==> config.mk <==
export PLATFORM = sky130hd
export DESIGN_NAME = fsps_sequencer
export DESIGN_NICKNAME = d
export VERILOG_FILES = /design/src/rtl/fsps_pkg.sv /design/src/rtl/fsps_page_buffer.sv /design/src/rtl/fsps_sequencer.sv
export VERILOG_INCLUDE_DIRS = /design/src /design/src/rtl
export SDC_FILE = /design/constraint.sdc
export NUM_CORES = 1
export LEC_CHECK = 0
export BUFFER_PORTS_ARGS = -buffer_cell sky130_fd_sc_hd__buf_2
export CORE_MARGIN = 3
export CORE_UTILIZATION = 46
export CTS_CLUSTER_SIZE = 30
export DETAILED_ROUTE_END_ITERATION = 16
export SLEW_MARGIN = 20
export SYNTH_ARGS = -nofsm -noshare
export SYNTH_HDL_FRONTEND = slang
export SYNTH_SLANG_ARGS = --single-unit
==> constraint.sdc <==
create_clock -name i_clk -period 6.7 [get_ports i_clk]
set_clock_uncertainty 0.15 [all_clocks]
set_input_delay 0.67 -clock i_clk [delete_from_list [all_inputs] [get_ports i_clk]]
set_output_delay 0.67 -clock i_clk [all_outputs]
set_load 0.01 [all_outputs]
==> src/rtl/fsps_defines.svh <==
// Purpose: Constants of the flash self-program sequencer
// Assumes: Byte addresses on a 32-bit Avalon-MM slave
// Notes: Widths, offsets, codes and timing counts
`ifndef FSPS_DEFINES_SVH
`define FSPS_DEFINES_SVH

// Register byte offsets
`define FSPS_OFS_CTRL 5'h00
`define FSPS_OFS_POINTER 5'h04
`define FSPS_OFS_DATA 5'h08
`define FSPS_OFS_STATUS 5'h0C
`define FSPS_OFS_RESULT 5'h10
`define FSPS_OFS_STORE 5'h14
`define FSPS_OFS_LOAD 5'h18

// Flash organisation
`define FSPS_WORD_BITS 4
`define FSPS_PAGE_BITS 7

// Control field layout and reset values
`define FSPS_CTRL_LSB 0
`define FSPS_CTRL_MSB 5
`define FSPS_CTRL_RST 6'h00
`define FSPS_BUF_ERASED 16'hFFFF

// Command patterns in the low six control bits
`define FSPS_CMD_SIG 6'h21
`define FSPS_CMD_CLR 6'h11
`define FSPS_CMD_FUSE 6'h09
`define FSPS_CMD_WRITE 6'h05
`define FSPS_CMD_ERASE 6'h03
`define FSPS_CMD_LOAD 6'h01

// Status bit positions
`define FSPS_ST_BUSY 0
`define FSPS_ST_EEBUSY 1
`define FSPS_ST_FUSE 2
`define FSPS_ST_ARMED 3

// Instruction windows in clock cycles
`define FSPS_ARM_WIN 3'h4
`define FSPS_READ_WIN 3'h3

// Erase and write time, counted in oscillator ticks
`define FSPS_OP_MIN_US 3700
`define FSPS_OP_MAX_US 4500
`define FSPS_OSC_KHZ 8000
`define FSPS_OP_TICKS (`FSPS_OP_MIN_US * `FSPS_OSC_KHZ / 1000)

// Signature table, values arbitrary
`define FSPS_SIG0 8'h5A
`define FSPS_SIG1 8'hA5
`define FSPS_SIG2 8'h3C
`define FSPS_SIG3 8'hC3

`endif

==> src/rtl/fsps_pkg.sv <==
// Purpose: Types of the flash self-program sequencer
// Assumes: Used by name, never imported
// Notes: Control bits travel as one packed struct
package fsps_pkg;

  // Low six bits of the control register, bit 5 first
  typedef struct packed {
    logic sig;
    logic clr;
    logic fuse;
    logic pg_write;
    logic pg_erase;
    logic arm;
  } fsps_ctrl_t;

  // Sequencer states
  typedef enum logic [1:0] {
    FSPS_IDLE,
    FSPS_LREAD,
    FSPS_OP
  } fsps_state_t;

endpackage : fsps_pkg

==> src/rtl/fsps_page_buffer.sv <==
// Purpose: Temporary page buffer, one flip-flop word per page word
// Assumes: Clear has priority over a write in the same cycle
// Notes: Read port is registered, one cycle latency
`timescale 1ns/10ps
`include "fsps_defines.svh"
module fsps_page_buffer #(
  parameter int WORD_BITS = `FSPS_WORD_BITS
) (
  // Clock
  input wire logic i_clk,
  // Clear and fill
  input wire logic i_clear,
  input wire logic i_wr,
  input wire logic [WORD_BITS-1:0] i_wr_idx,
  input wire logic [15:0] i_wr_data,
  // Read towards the flash array
  input wire logic [WORD_BITS-1:0] i_rd_idx,
  output logic [15:0] o_rd_data
);

  logic [15:0] word_reg [2**WORD_BITS];

  // One storage word per index
  genvar g;
  generate
    for (g = 0; g < 2**WORD_BITS; g++) begin : g_word
      always_ff @(posedge i_clk) begin
        if (i_clear) begin
          word_reg[g] <= `FSPS_BUF_ERASED;
        end else if (i_wr && i_wr_idx == WORD_BITS'(g)) begin
          word_reg[g] <= i_wr_data;
        end
      end
    end
  endgenerate

  // Registered read
  always_ff @(posedge i_clk) begin
    o_rd_data <= word_reg[i_rd_idx];
  end

endmodule : fsps_page_buffer

==> src/rtl/fsps_sequencer.sv <==
// Purpose: Flash self-program sequencer with Avalon-MM register slave
// Assumes: EEPROM and fuse inputs come from logic on i_clk
// Notes: i_rst is system reset; i_por_rst clears everything
//
// Functional notes
// - Store ignores pointer bit 0 and pointer bits above the page field.
// - Word field addresses the buffer; software keeps it zero for writes.
// - Page address is latched when erase or write starts.
// - Erase runs on code 000011 plus store within four cycles.
// - Load stores the data pair in the buffer word, code 000001.
// - Buffer clears after page write, on flush write and on reset; a system reset during erase or write leaves it.
// - An EEPROM write during page loading discards the buffer.
// - Write runs on code 000101 plus store within four cycles.
// - CPU stays stalled for the whole erase or write.
// - EEPROM busy blocks programming commands and fuse or lock reads.
// - A running erase or write completes across a system reset.
// - Erase and write timed by 8 MHz oscillator, 3.7 to 4.5 ms.
// - Signature command plus load within three cycles returns table byte.
// - Clear-buffer command empties the whole temporary buffer.
// - Fuse command plus load within three cycles: pointer bit 0 picks.
// - Erase and write bits clear on completion or window timeout.
// - Plain loads read flash bytes, pointer bit 0 picks the byte.
// - Arm bit opens four cycles, stays high through erase or write.
// - Any other low six-bit pattern written to control is ignored.
// - Store works only while the self-program fuse reads zero.
//
// Design decisions made here: the register addresses and register access over Avalon-MM.
`timescale 1ns/10ps
`include "fsps_defines.svh"
module fsps_sequencer #(
  parameter int WORD_BITS = `FSPS_WORD_BITS,
  parameter int PAGE_BITS = `FSPS_PAGE_BITS,
  parameter int OP_TICKS = `FSPS_OP_TICKS
) (
  // Clock and resets
  input wire logic i_clk,
  input wire logic i_rst,
  input wire logic i_por_rst,
  // Avalon-MM slave
  input wire logic [4:0] i_address,
  input wire logic i_read,
  input wire logic i_write,
  input wire logic [3:0] i_byteenable,
  input wire logic [31:0] i_writedata,
  output logic [31:0] o_readdata,
  output logic o_waitrequest,
  // Neighbour status
  input wire logic i_eeprom_write_busy,
  input wire logic i_self_program_fuse,
  input wire logic [7:0] i_fuse_byte,
  input wire logic [7:0] i_lock_byte,
  // Calibrated oscillator pin
  input wire logic i_osc_8m,
  // Flash array
  output logic o_prog_start,
  output logic o_prog_erase,
  output logic [PAGE_BITS-1:0] o_prog_page,
  input wire logic [WORD_BITS-1:0] i_flash_buf_idx,
  output logic [15:0] o_buf_word,
  output logic [14:0] o_flash_raddr,
  input wire logic [15:0] i_flash_rdata,
  // CPU halt
  output logic o_cpu_stall
);

  localparam int PTR_TOP = WORD_BITS + PAGE_BITS;

  // Offset match used for every register
  function automatic logic fsps_hit(input logic [4:0] addr,
                                    input logic [4:0] ofs);
    fsps_hit = (addr[4:2] == ofs[4:2]);
  endfunction : fsps_hit

  fsps_pkg::fsps_state_t state_reg;
  fsps_pkg::fsps_state_t state_next;
  fsps_pkg::fsps_ctrl_t ctrl_reg;
  fsps_pkg::fsps_ctrl_t ctrl_next;
  logic [15:0] pointer_reg;
  logic [15:0] data_reg;
  logic [7:0] result_reg;
  logic [2:0] win_reg;
  logic [15:0] tick_reg;
  logic wait_reg;
  logic [31:0] rdata_reg;
  logic start_reg;
  logic erase_reg;
  logic [PAGE_BITS-1:0] page_reg;
  logic [14:0] raddr_reg;
  logic byte_sel_reg;
  logic stall_reg;
  logic osc_s1_reg;
  logic osc_s2_reg;
  logic osc_s3_reg;
  logic ee_prev_reg;

  // Bus handshake decode
  wire busy = (state_reg != fsps_pkg::FSPS_IDLE);
  wire wr_acc = i_write & ~wait_reg;
  wire wr_ctrl = wr_acc & fsps_hit(i_address, `FSPS_OFS_CTRL);
  wire wr_ptr = wr_acc & fsps_hit(i_address, `FSPS_OFS_POINTER);
  wire wr_data = wr_acc & fsps_hit(i_address, `FSPS_OFS_DATA);
  wire wr_store = wr_acc & fsps_hit(i_address, `FSPS_OFS_STORE);
  wire wr_load = wr_acc & fsps_hit(i_address, `FSPS_OFS_LOAD);

  // Address fields of the pointer
  wire [WORD_BITS-1:0] word_field = pointer_reg[WORD_BITS:1];
  wire [PAGE_BITS-1:0] page_field = pointer_reg[PTR_TOP:WORD_BITS+1];
  wire z0 = pointer_reg[0];

  // Control write decode
  wire [5:0] wr_code = i_writedata[`FSPS_CTRL_MSB:`FSPS_CTRL_LSB];
  wire code_ok = (wr_code == `FSPS_CMD_SIG) | (wr_code == `FSPS_CMD_CLR)
    | (wr_code == `FSPS_CMD_FUSE) | (wr_code == `FSPS_CMD_WRITE)
    | (wr_code == `FSPS_CMD_ERASE) | (wr_code == `FSPS_CMD_LOAD);
  wire ctrl_take = wr_ctrl & i_byteenable[0] & code_ok
    & ~i_eeprom_write_busy;
  wire clear_cmd = ctrl_take & (wr_code == `FSPS_CMD_CLR);

  // Instruction windows
  wire arm_open = ctrl_reg.arm & (win_reg < `FSPS_ARM_WIN);
  wire read_open = ctrl_reg.arm & (win_reg < `FSPS_READ_WIN);
  wire timeout = ctrl_reg.arm & (win_reg == `FSPS_ARM_WIN)
    & ~busy;
  wire store_ok = wr_store & arm_open & ~busy & ~i_self_program_fuse
    & ~i_eeprom_write_busy;
  wire op_go = store_ok & (ctrl_reg.pg_erase | ctrl_reg.pg_write);
  wire buf_load = store_ok & (ctrl_reg == `FSPS_CMD_LOAD);
  wire special = ctrl_reg.sig | ctrl_reg.fuse;
  wire load_sp = wr_load & read_open & special & ~busy;
  wire load_plain = wr_load & ~special & ~busy;

  // Oscillator edge and erase or write completion
  wire osc_tick = osc_s2_reg & ~osc_s3_reg;
  wire op_done = (state_reg == fsps_pkg::FSPS_OP) & osc_tick
    & (tick_reg == 16'(OP_TICKS - 1));

  // Operations survive system reset, only power-on stops them
  wire op_run = (state_reg == fsps_pkg::FSPS_OP);
  wire soft_rst = i_por_rst | (i_rst & ~op_run);

  // Buffer clear sources
  wire ee_rise = i_eeprom_write_busy & ~ee_prev_reg;
  wire buf_clear = soft_rst | clear_cmd | ee_rise
    | (op_done & ~erase_reg);

  // Signature table lookup
  wire [7:0] sig_byte = (pointer_reg[2:1] == 2'h0) ? `FSPS_SIG0 :
    (pointer_reg[2:1] == 2'h1) ? `FSPS_SIG1 :
    (pointer_reg[2:1] == 2'h2) ? `FSPS_SIG2 : `FSPS_SIG3;
  wire [7:0] fuse_lock = z0 ? i_fuse_byte : i_lock_byte;

  // Read data selection, reserved bits zero
  wire [31:0] rd_mux =
    fsps_hit(i_address, `FSPS_OFS_CTRL) ? {26'h0, ctrl_reg} :
    fsps_hit(i_address, `FSPS_OFS_POINTER) ? {16'h0, pointer_reg} :
    fsps_hit(i_address, `FSPS_OFS_DATA) ? {16'h0, data_reg} :
    fsps_hit(i_address, `FSPS_OFS_STATUS) ?
      {28'h0, ctrl_reg.arm, ~i_self_program_fuse, i_eeprom_write_busy,
       busy} :
    fsps_hit(i_address, `FSPS_OFS_RESULT) ? {24'h0, result_reg} :
    32'h0;

  // Control register next value
  always_comb begin
    ctrl_next = ctrl_reg;
    if (op_done) begin
      ctrl_next = `FSPS_CTRL_RST;
    end else if (ctrl_take && !busy) begin
      ctrl_next = wr_code;
    end else if (store_ok && !op_go) begin
      ctrl_next = `FSPS_CTRL_RST;
    end else if (load_sp || timeout) begin
      ctrl_next = `FSPS_CTRL_RST;
    end
  end

  // Sequencer state next value
  always_comb begin
    state_next = state_reg;
    case (state_reg)
      fsps_pkg::FSPS_IDLE: begin
        if (op_go) begin
          state_next = fsps_pkg::FSPS_OP;
        end else if (load_plain) begin
          state_next = fsps_pkg::FSPS_LREAD;
        end
      end
      fsps_pkg::FSPS_LREAD: begin
        state_next = fsps_pkg::FSPS_IDLE;
      end
      fsps_pkg::FSPS_OP: begin
        if (op_done) begin
          state_next = fsps_pkg::FSPS_IDLE;
        end
      end
      default: begin
        state_next = fsps_pkg::FSPS_IDLE;
      end
    endcase
  end

  // Bus handshake, held off while busy stalls the CPU
  always_ff @(posedge i_clk) begin
    if (i_rst || i_por_rst) begin
      wait_reg <= 1'b1;
      rdata_reg <= 32'h0;
    end else begin
      wait_reg <= ~((i_read | i_write) & wait_reg & ~busy);
      if (i_read && wait_reg && !busy) begin
        rdata_reg <= rd_mux;
      end
    end
  end

  // Pointer and data pair
  always_ff @(posedge i_clk) begin
    if (i_rst || i_por_rst) begin
      pointer_reg <= 16'h0;
      data_reg <= 16'h0;
    end else begin
      if (wr_ptr && i_byteenable[0]) begin
        pointer_reg[7:0] <= i_writedata[7:0];
      end
      if (wr_ptr && i_byteenable[1]) begin
        pointer_reg[15:8] <= i_writedata[15:8];
      end
      if (wr_data && i_byteenable[0]) begin
        data_reg[7:0] <= i_writedata[7:0];
      end
      if (wr_data && i_byteenable[1]) begin
        data_reg[15:8] <= i_writedata[15:8];
      end
    end
  end

  // Control bits and arm window counter
  always_ff @(posedge i_clk) begin
    if (soft_rst) begin
      ctrl_reg <= `FSPS_CTRL_RST;
      win_reg <= 3'h0;
    end else begin
      ctrl_reg <= ctrl_next;
      if (ctrl_take && !busy) begin
        win_reg <= 3'h0;
      end else if (win_reg != `FSPS_ARM_WIN) begin
        win_reg <= win_reg + 3'h1;
      end
    end
  end

  // Erase and write sequencing, kept through system reset
  always_ff @(posedge i_clk) begin
    if (i_por_rst || (i_rst && !op_run)) begin
      state_reg <= fsps_pkg::FSPS_IDLE;
      tick_reg <= 16'h0;
      start_reg <= 1'b0;
      erase_reg <= 1'b0;
      page_reg <= '0;
      stall_reg <= 1'b0;
    end else begin
      state_reg <= state_next;
      start_reg <= op_go;
      if (op_go) begin
        erase_reg <= ctrl_reg.pg_erase;
        page_reg <= page_field;
        tick_reg <= 16'h0;
      end else if (osc_tick && op_run) begin
        tick_reg <= tick_reg + 16'h1;
      end
      stall_reg <= (op_go | op_run) & ~op_done;
    end
  end

  // Flash reads and load results
  always_ff @(posedge i_clk) begin
    if (i_rst || i_por_rst) begin
      result_reg <= 8'h0;
      raddr_reg <= 15'h0;
      byte_sel_reg <= 1'b0;
    end else begin
      if (load_plain) begin
        raddr_reg <= pointer_reg[15:1];
        byte_sel_reg <= z0;
      end
      if (state_reg == fsps_pkg::FSPS_LREAD) begin
        result_reg <= byte_sel_reg ? i_flash_rdata[15:8] :
          i_flash_rdata[7:0];
      end else if (load_sp && ctrl_reg.sig) begin
        result_reg <= sig_byte;
      end else if (load_sp && !i_eeprom_write_busy) begin
        result_reg <= fuse_lock;
      end
    end
  end

  // Oscillator synchroniser and EEPROM edge history
  always_ff @(posedge i_clk) begin
    if (i_por_rst) begin
      osc_s1_reg <= 1'b0;
      osc_s2_reg <= 1'b0;
      osc_s3_reg <= 1'b0;
      ee_prev_reg <= 1'b0;
    end else begin
      osc_s1_reg <= i_osc_8m;
      osc_s2_reg <= osc_s1_reg;
      osc_s3_reg <= osc_s2_reg;
      ee_prev_reg <= i_eeprom_write_busy;
    end
  end

  // Temporary page buffer
  fsps_page_buffer #(
    .WORD_BITS(WORD_BITS)
  ) u_buffer (
    .i_clk(i_clk),
    .i_clear(buf_clear),
    .i_wr(buf_load),
    .i_wr_idx(word_field),
    .i_wr_data(data_reg),
    .i_rd_idx(i_flash_buf_idx),
    .o_rd_data(o_buf_word)
  );

  // Output drive
  assign o_readdata = rdata_reg;
  assign o_waitrequest = wait_reg;
  assign o_prog_start = start_reg;
  assign o_prog_erase = erase_reg;
  assign o_prog_page = page_reg;
  assign o_flash_raddr = raddr_reg;
  assign o_cpu_stall = stall_reg;

endmodule : fsps_sequencer

Word-level counts from Yosys, hierarchy flattened
Memories as Yosys holds them, arrays and structs flattened. A register that Yosys moved wholly into a read port is not among the register bits.
Cells that the tools add are included.
{"block": "op_classes", "eq_ne": 37, "bitwise": 74, "order_cmp": 2, "n_addsub": 2, "mux": 86, "n_reduce_logical": 46}
{"cell": "2-to-1 mux 16 bit", "count": 19}
{"cell": "2-to-1 mux 8 bit", "count": 10}
{"cell": "2-to-1 mux 1 bit", "count": 50}
{"cell": "bitwise AND 1 bit", "count": 34}
{"cell": "equality test 4 bit, second input constant", "count": 8}
{"cell": "OR 1 bit", "count": 29}
{"cell": "logical AND 1 bit", "count": 28}
{"cell": "2-to-1 mux 6 bit", "count": 3}
{"cell": "adder 16 x 1 -> 16 bit, second input constant", "count": 1}
{"cell": "equality test 16 x 15 -> 1 bit, second input constant", "count": 1}
{"cell": "equality test 4 x 3 -> 1 bit, second input constant", "count": 4}
{"cell": "equality test 3 bit, second input constant", "count": 4}
{"cell": "equality test 6 x 1 -> 1 bit, second input constant", "count": 2}
{"cell": "NOT 1 bit", "count": 11}
{"cell": "equality test 4 x 2 -> 1 bit, second input constant", "count": 2}
{"cell": "equality test 3 x 2 -> 1 bit, second input constant", "count": 2}
{"cell": "equality test 6 x 2 -> 1 bit, second input constant", "count": 1}
{"cell": "equality test 6 x 3 -> 1 bit, second input constant", "count": 1}
{"cell": "equality test 6 x 4 -> 1 bit, second input constant", "count": 1}
{"cell": "equality test 6 x 5 -> 1 bit, second input constant", "count": 1}
{"cell": "equality test 6 bit, second input constant", "count": 1}
{"cell": "2-to-1 mux 2 bit", "count": 3}
{"cell": "!= test 3 bit, second input constant", "count": 2}
{"cell": "nonzero test 3 bit", "count": 2}
{"cell": "other kinds (17)", "count": 27}
{"block": "word_totals", "ff_bits": 130, "wordCells": 274, "mem_count": 1, "ramBits": 256}
{"name": "u_buffer.word_reg", "depth": 16, "width": 16, "read_ports": 1, "rd_ports_with_merged_regs": 1, "write_ports": 16, "line_no": "fsps_page_buffer.sv:21", "rtl": "logic [15:0] word_reg [2**WORD_BITS];"}

Logic depth before layout (Yosys ltp)
{"block": "logic_depth", "depth_word": 15, "mapped_depth": 8, "mapped_depth_nobuf": 7}

Modules after synthesis
A second synthesis with hierarchy kept.
{"block": "hier_totals", "cells_unflattened": 1357, "hier_area_um2": 17325.4}
{"mod": "fsps_page_buffer", "cells_each": 752, "area_each_um2": 12072.8, "instances": 1}
{"mod": "fsps_sequencer", "cells_each": 605, "area_each_um2": 5252.5, "instances": 1}

Worst setup path after synthesis
Ideal clock, no wire load.
{"block": "synth_path", "kind": "input port to flip-flop", "startpoint": "input port i_address[4]", "endpoint": "memory u_buffer.word_reg[12][0], enable pin", "setup_slack_ns": 2.980, "required_ns": 6.139, "path_buffers": 2, "arrival_time_ns": 3.159, "setup_ns": 0.411, "path_stages": 6, "path_cell_list": "buf_2 -> or3b_2 -> nor4_4 -> nand3_1 -> clkbuf_1 -> o21ai_0"}
{"element": "start, declared", "line_no": "fsps_sequencer.sv:40", "rtl": "input wire logic [4:0] i_address,"}
{"element": "end, declared", "line_no": "fsps_page_buffer.sv:21"}

==> impl_metrics.env <==
export IMPL_firstDrtPassIters=5
export IMPL_synth_area_per_cell_um2=12.18
export IMPL_clock_sinks=386
export IMPL_post_drt_wl_per_cell_um=20.96
export IMPL_htreeDepth=2
export IMPL_synth_compound_area_share_pct=5.022
export IMPL_yosys_area_share_simple_pct=14.70
export IMPL_synth_top_cell_by_area="edfxtp_1"
export IMPL_path_class="reg2reg"
export IMPL_p_leak_nw=5.807
export IMPL_stdcell_count=1958
export IMPL_path_delay_family="compound AO/OA/AOI/OAI gates"
export IMPL_post_place_ws_ps=2373
export IMPL_grt_usage_pct=21.44
export IMPL_io_buffers=122
export IMPL_grt_pass1_wl_um=63890
export IMPL_synth_edf_count=256
export IMPL_die_height_um=195.9
export IMPL_synth_area_leaders="edfxtp_1 46%, dfxtp_1 16%, mux4_2 11%"
export IMPL_cts_buffers=42
export IMPL_cp_required_ps=6760
export IMPL_dp_cells=1880
export IMPL_arrival_ps=3840
export IMPL_synth_xor_area_share_pct=0.7390
export IMPL_final_max_slew_viol_count=0
export IMPL_synth_flop_cell="edfxtp_1"
export IMPL_path_buf_inv=1
export IMPL_grt_ovfl_total=0
export IMPL_ys_ff_latch=386
export IMPL_hp_class="in2reg"
export IMPL_ir_worst_vdd_uv=190.7
export IMPL_dieArea_um2=38380
export IMPL_placed_area_um2=17660
export IMPL_post_route_util_pct=54.12
export IMPL_startpoint_type="flip-flop"
export IMPL_yosys_warnings=0
export IMPL_clockBufferDepth=3
export IMPL_endpoint_kind="flip-flop"
export IMPL_largest_register_ffs=256
export IMPL_finalSetupTns_ps=0
export IMPL_cts_tree="built"
export IMPL_powerDensity_nw_per_um2=258.0
export IMPL_async_flop_share_pct=0
export IMPL_status="complete, no violations"
export IMPL_drt_iter0_drc=934
export IMPL_synthMuxAreaShare_pct=13.78
export IMPL_num_rows=68
export IMPL_vias=10907
export IMPL_postCtsSetupBuffers=0
export IMPL_nets=1562
export IMPL_cts_root_buffer="clkbuf_16"
export IMPL_drc=0
export IMPL_maxCapViolations=0
export IMPL_crit_chain="nor4b_1 > nand4_1 > o221ai_1 > o21ba_2 > o21ai_2 > buf_4"
export IMPL_setup_violations=0
export IMPL_grt_max_degree=65
export IMPL_yosysSeqAreaShare_pct=62.02
export IMPL_design_core_area_um2=35050
export IMPL_die_w_um=195.9
export IMPL_viasPerCell=5.570
export IMPL_path_max_fanout=16
export IMPL_cts_repair_resized=0
export IMPL_min_period_ps=3779
export IMPL_grt_pass1_vias=10966
export IMPL_synthAdderAreaFrac_pct=0.6033
export IMPL_drive_gt1_share_pct=22.09
export IMPL_hpwl_um=25880
export IMPL_io_pins=159
export IMPL_synth_top_family_by_area="simple AND/OR/NAND/NOR gates"
export IMPL_antenna_found_initial=4
export IMPL_clkTransAtPathRegs_ps=60
export IMPL_start_util_pct=47.33
export IMPL_area_growth_pct=14.33
export IMPL_max_clock_freq_mhz=264.6
export IMPL_netlist_instances=1362
export IMPL_final_area_um2=18970
export IMPL_setup_ws_ps=2921
export IMPL_period_share_pct=56.40
export IMPL_n_antenna_cell=0
export IMPL_yosys_cell_types_count=59
export IMPL_hold_viol=0
export IMPL_slew_headroom_pct=26.42
export IMPL_synth_common_cells="332 x nand2_1, 256 x edfxtp_1, 134 x nor2_1"
export IMPL_synth_top_area_share_pct=46.33
export IMPL_clk_latency_ps=540
export IMPL_hold_buffers=0
export IMPL_max_stage_delay_ps=830
export IMPL_wl_um=41050
export IMPL_yosysMostFrequentCell="nand2_1"
export IMPL_rsz0062_at_grt="no"
export IMPL_worstMarginPinSlew_ps=1092
export IMPL_ant_nets=0
export IMPL_syn_area_um2=16590
export IMPL_place_congestion=0.8285
export IMPL_critPathSlowestCell="o221ai_1"
-- cells in the final DEF (no fill, tap or decap), types with 7 or more instances in the layout --
| master | n |
|---|---|
| a21oi_1 | 70 |
| a22oi_1 | 11 |
| buf_2 | 121 |
| buf_4 | 28 |
| clkbuf_1 | 8 |
| clkbuf_16 | 43 |
| clkinv_1 | 12 |
| clkinv_2 | 8 |
| conb_1 | 16 |
| dfxtp_1 | 130 |
| edfxtp_1 | 256 |
| ha_1 | 8 |
| inv_1 | 12 |
| mux2i_1 | 35 |
| mux4_2 | 83 |
| nand2_1 | 332 |
| nand3_1 | 33 |
| nand4_1 | 9 |
| nor2_1 | 130 |
| nor2b_1 | 7 |
| nor3_1 | 16 |
| o21ai_0 | 18 |
| o21ai_2 | 16 |
| xor2_1 | 9 |
-- power by group --
part           leakage [nW]  switching, mW  internal [mW]
clock network         0.642          0.918           1.25
registers              2.99        0.00298           2.53
logic                  2.17          0.134         0.0568
total                  5.81           1.05           3.84
-- worst reg2reg max path, cell delays in order (launching register included) --
cell and delay, ps:
dfxtp_1 370, nor4b_1 740, nand4_1 270, o221ai_1 830
o21ba_2 420, o21ai_2 310, buf_4 340
-- layout make-up --
class / instances / area (um^2)
Fill cell: 3021 / 16080
Clock inverter: 24 / 160.2
Clock buffer: 54 / 1147
Inverter: 13 / 48.80
Multi-Input combinational cell: 877 / 5938
Timing Repair Buffer: 149 / 815.8
Tap cell: 455 / 569.3
Sequential cell: 386 / 10290
-- final timing paths --
path,from,to,slack (ps),cells past startpoint
worst min-delay path,i_osc_8m,osc_s1_reg,190,2
worst min register to register,osc_s1_reg,osc_s2_reg,290,1
worst max register to register,o_waitrequest,u_buffer.word_reg[2][1],2920,6
worst max-delay path,o_waitrequest,u_buffer.word_reg[2][1],2920,6
-- stage by stage --
step | total power [mW] | hold slack (ps)
final | 4.894 | 192.8
after global routing | 5.051 | 215.8
after CTS | 4.942 | 179.7
after detailed placement | 2.777 | 275.1
after global placement | 2.776 | 269.0
after floorplan | 2.704 | 263.8
-- layer usage --
layer / up-vias / track usage [%] / share of wire, %
li1: 5119 / - / -
met1: 5313 / 28.52 / 41
met2: 412 / 36.53 / 50
met3: 57 / 4.568 / 7.8
met4: 6 / 4.700 / 1.5
met5: - / 0 / 0.085
-- kinds of logic after synthesis --
| family | count (synthesis) |
|---|---|
| multiplexers | 124 |
| XOR/XNOR | 14 |
| AO/OA/AOI/OAI | 142 |
| buffers and inverters | 114 |
| flip-flops | 386 |
| adder cells (fa/ha/maj) | 8 |
| AND/OR/NAND/NOR | 573 |
| other | 1 |
No activity file was read; power rests on OpenSTA's default activity.
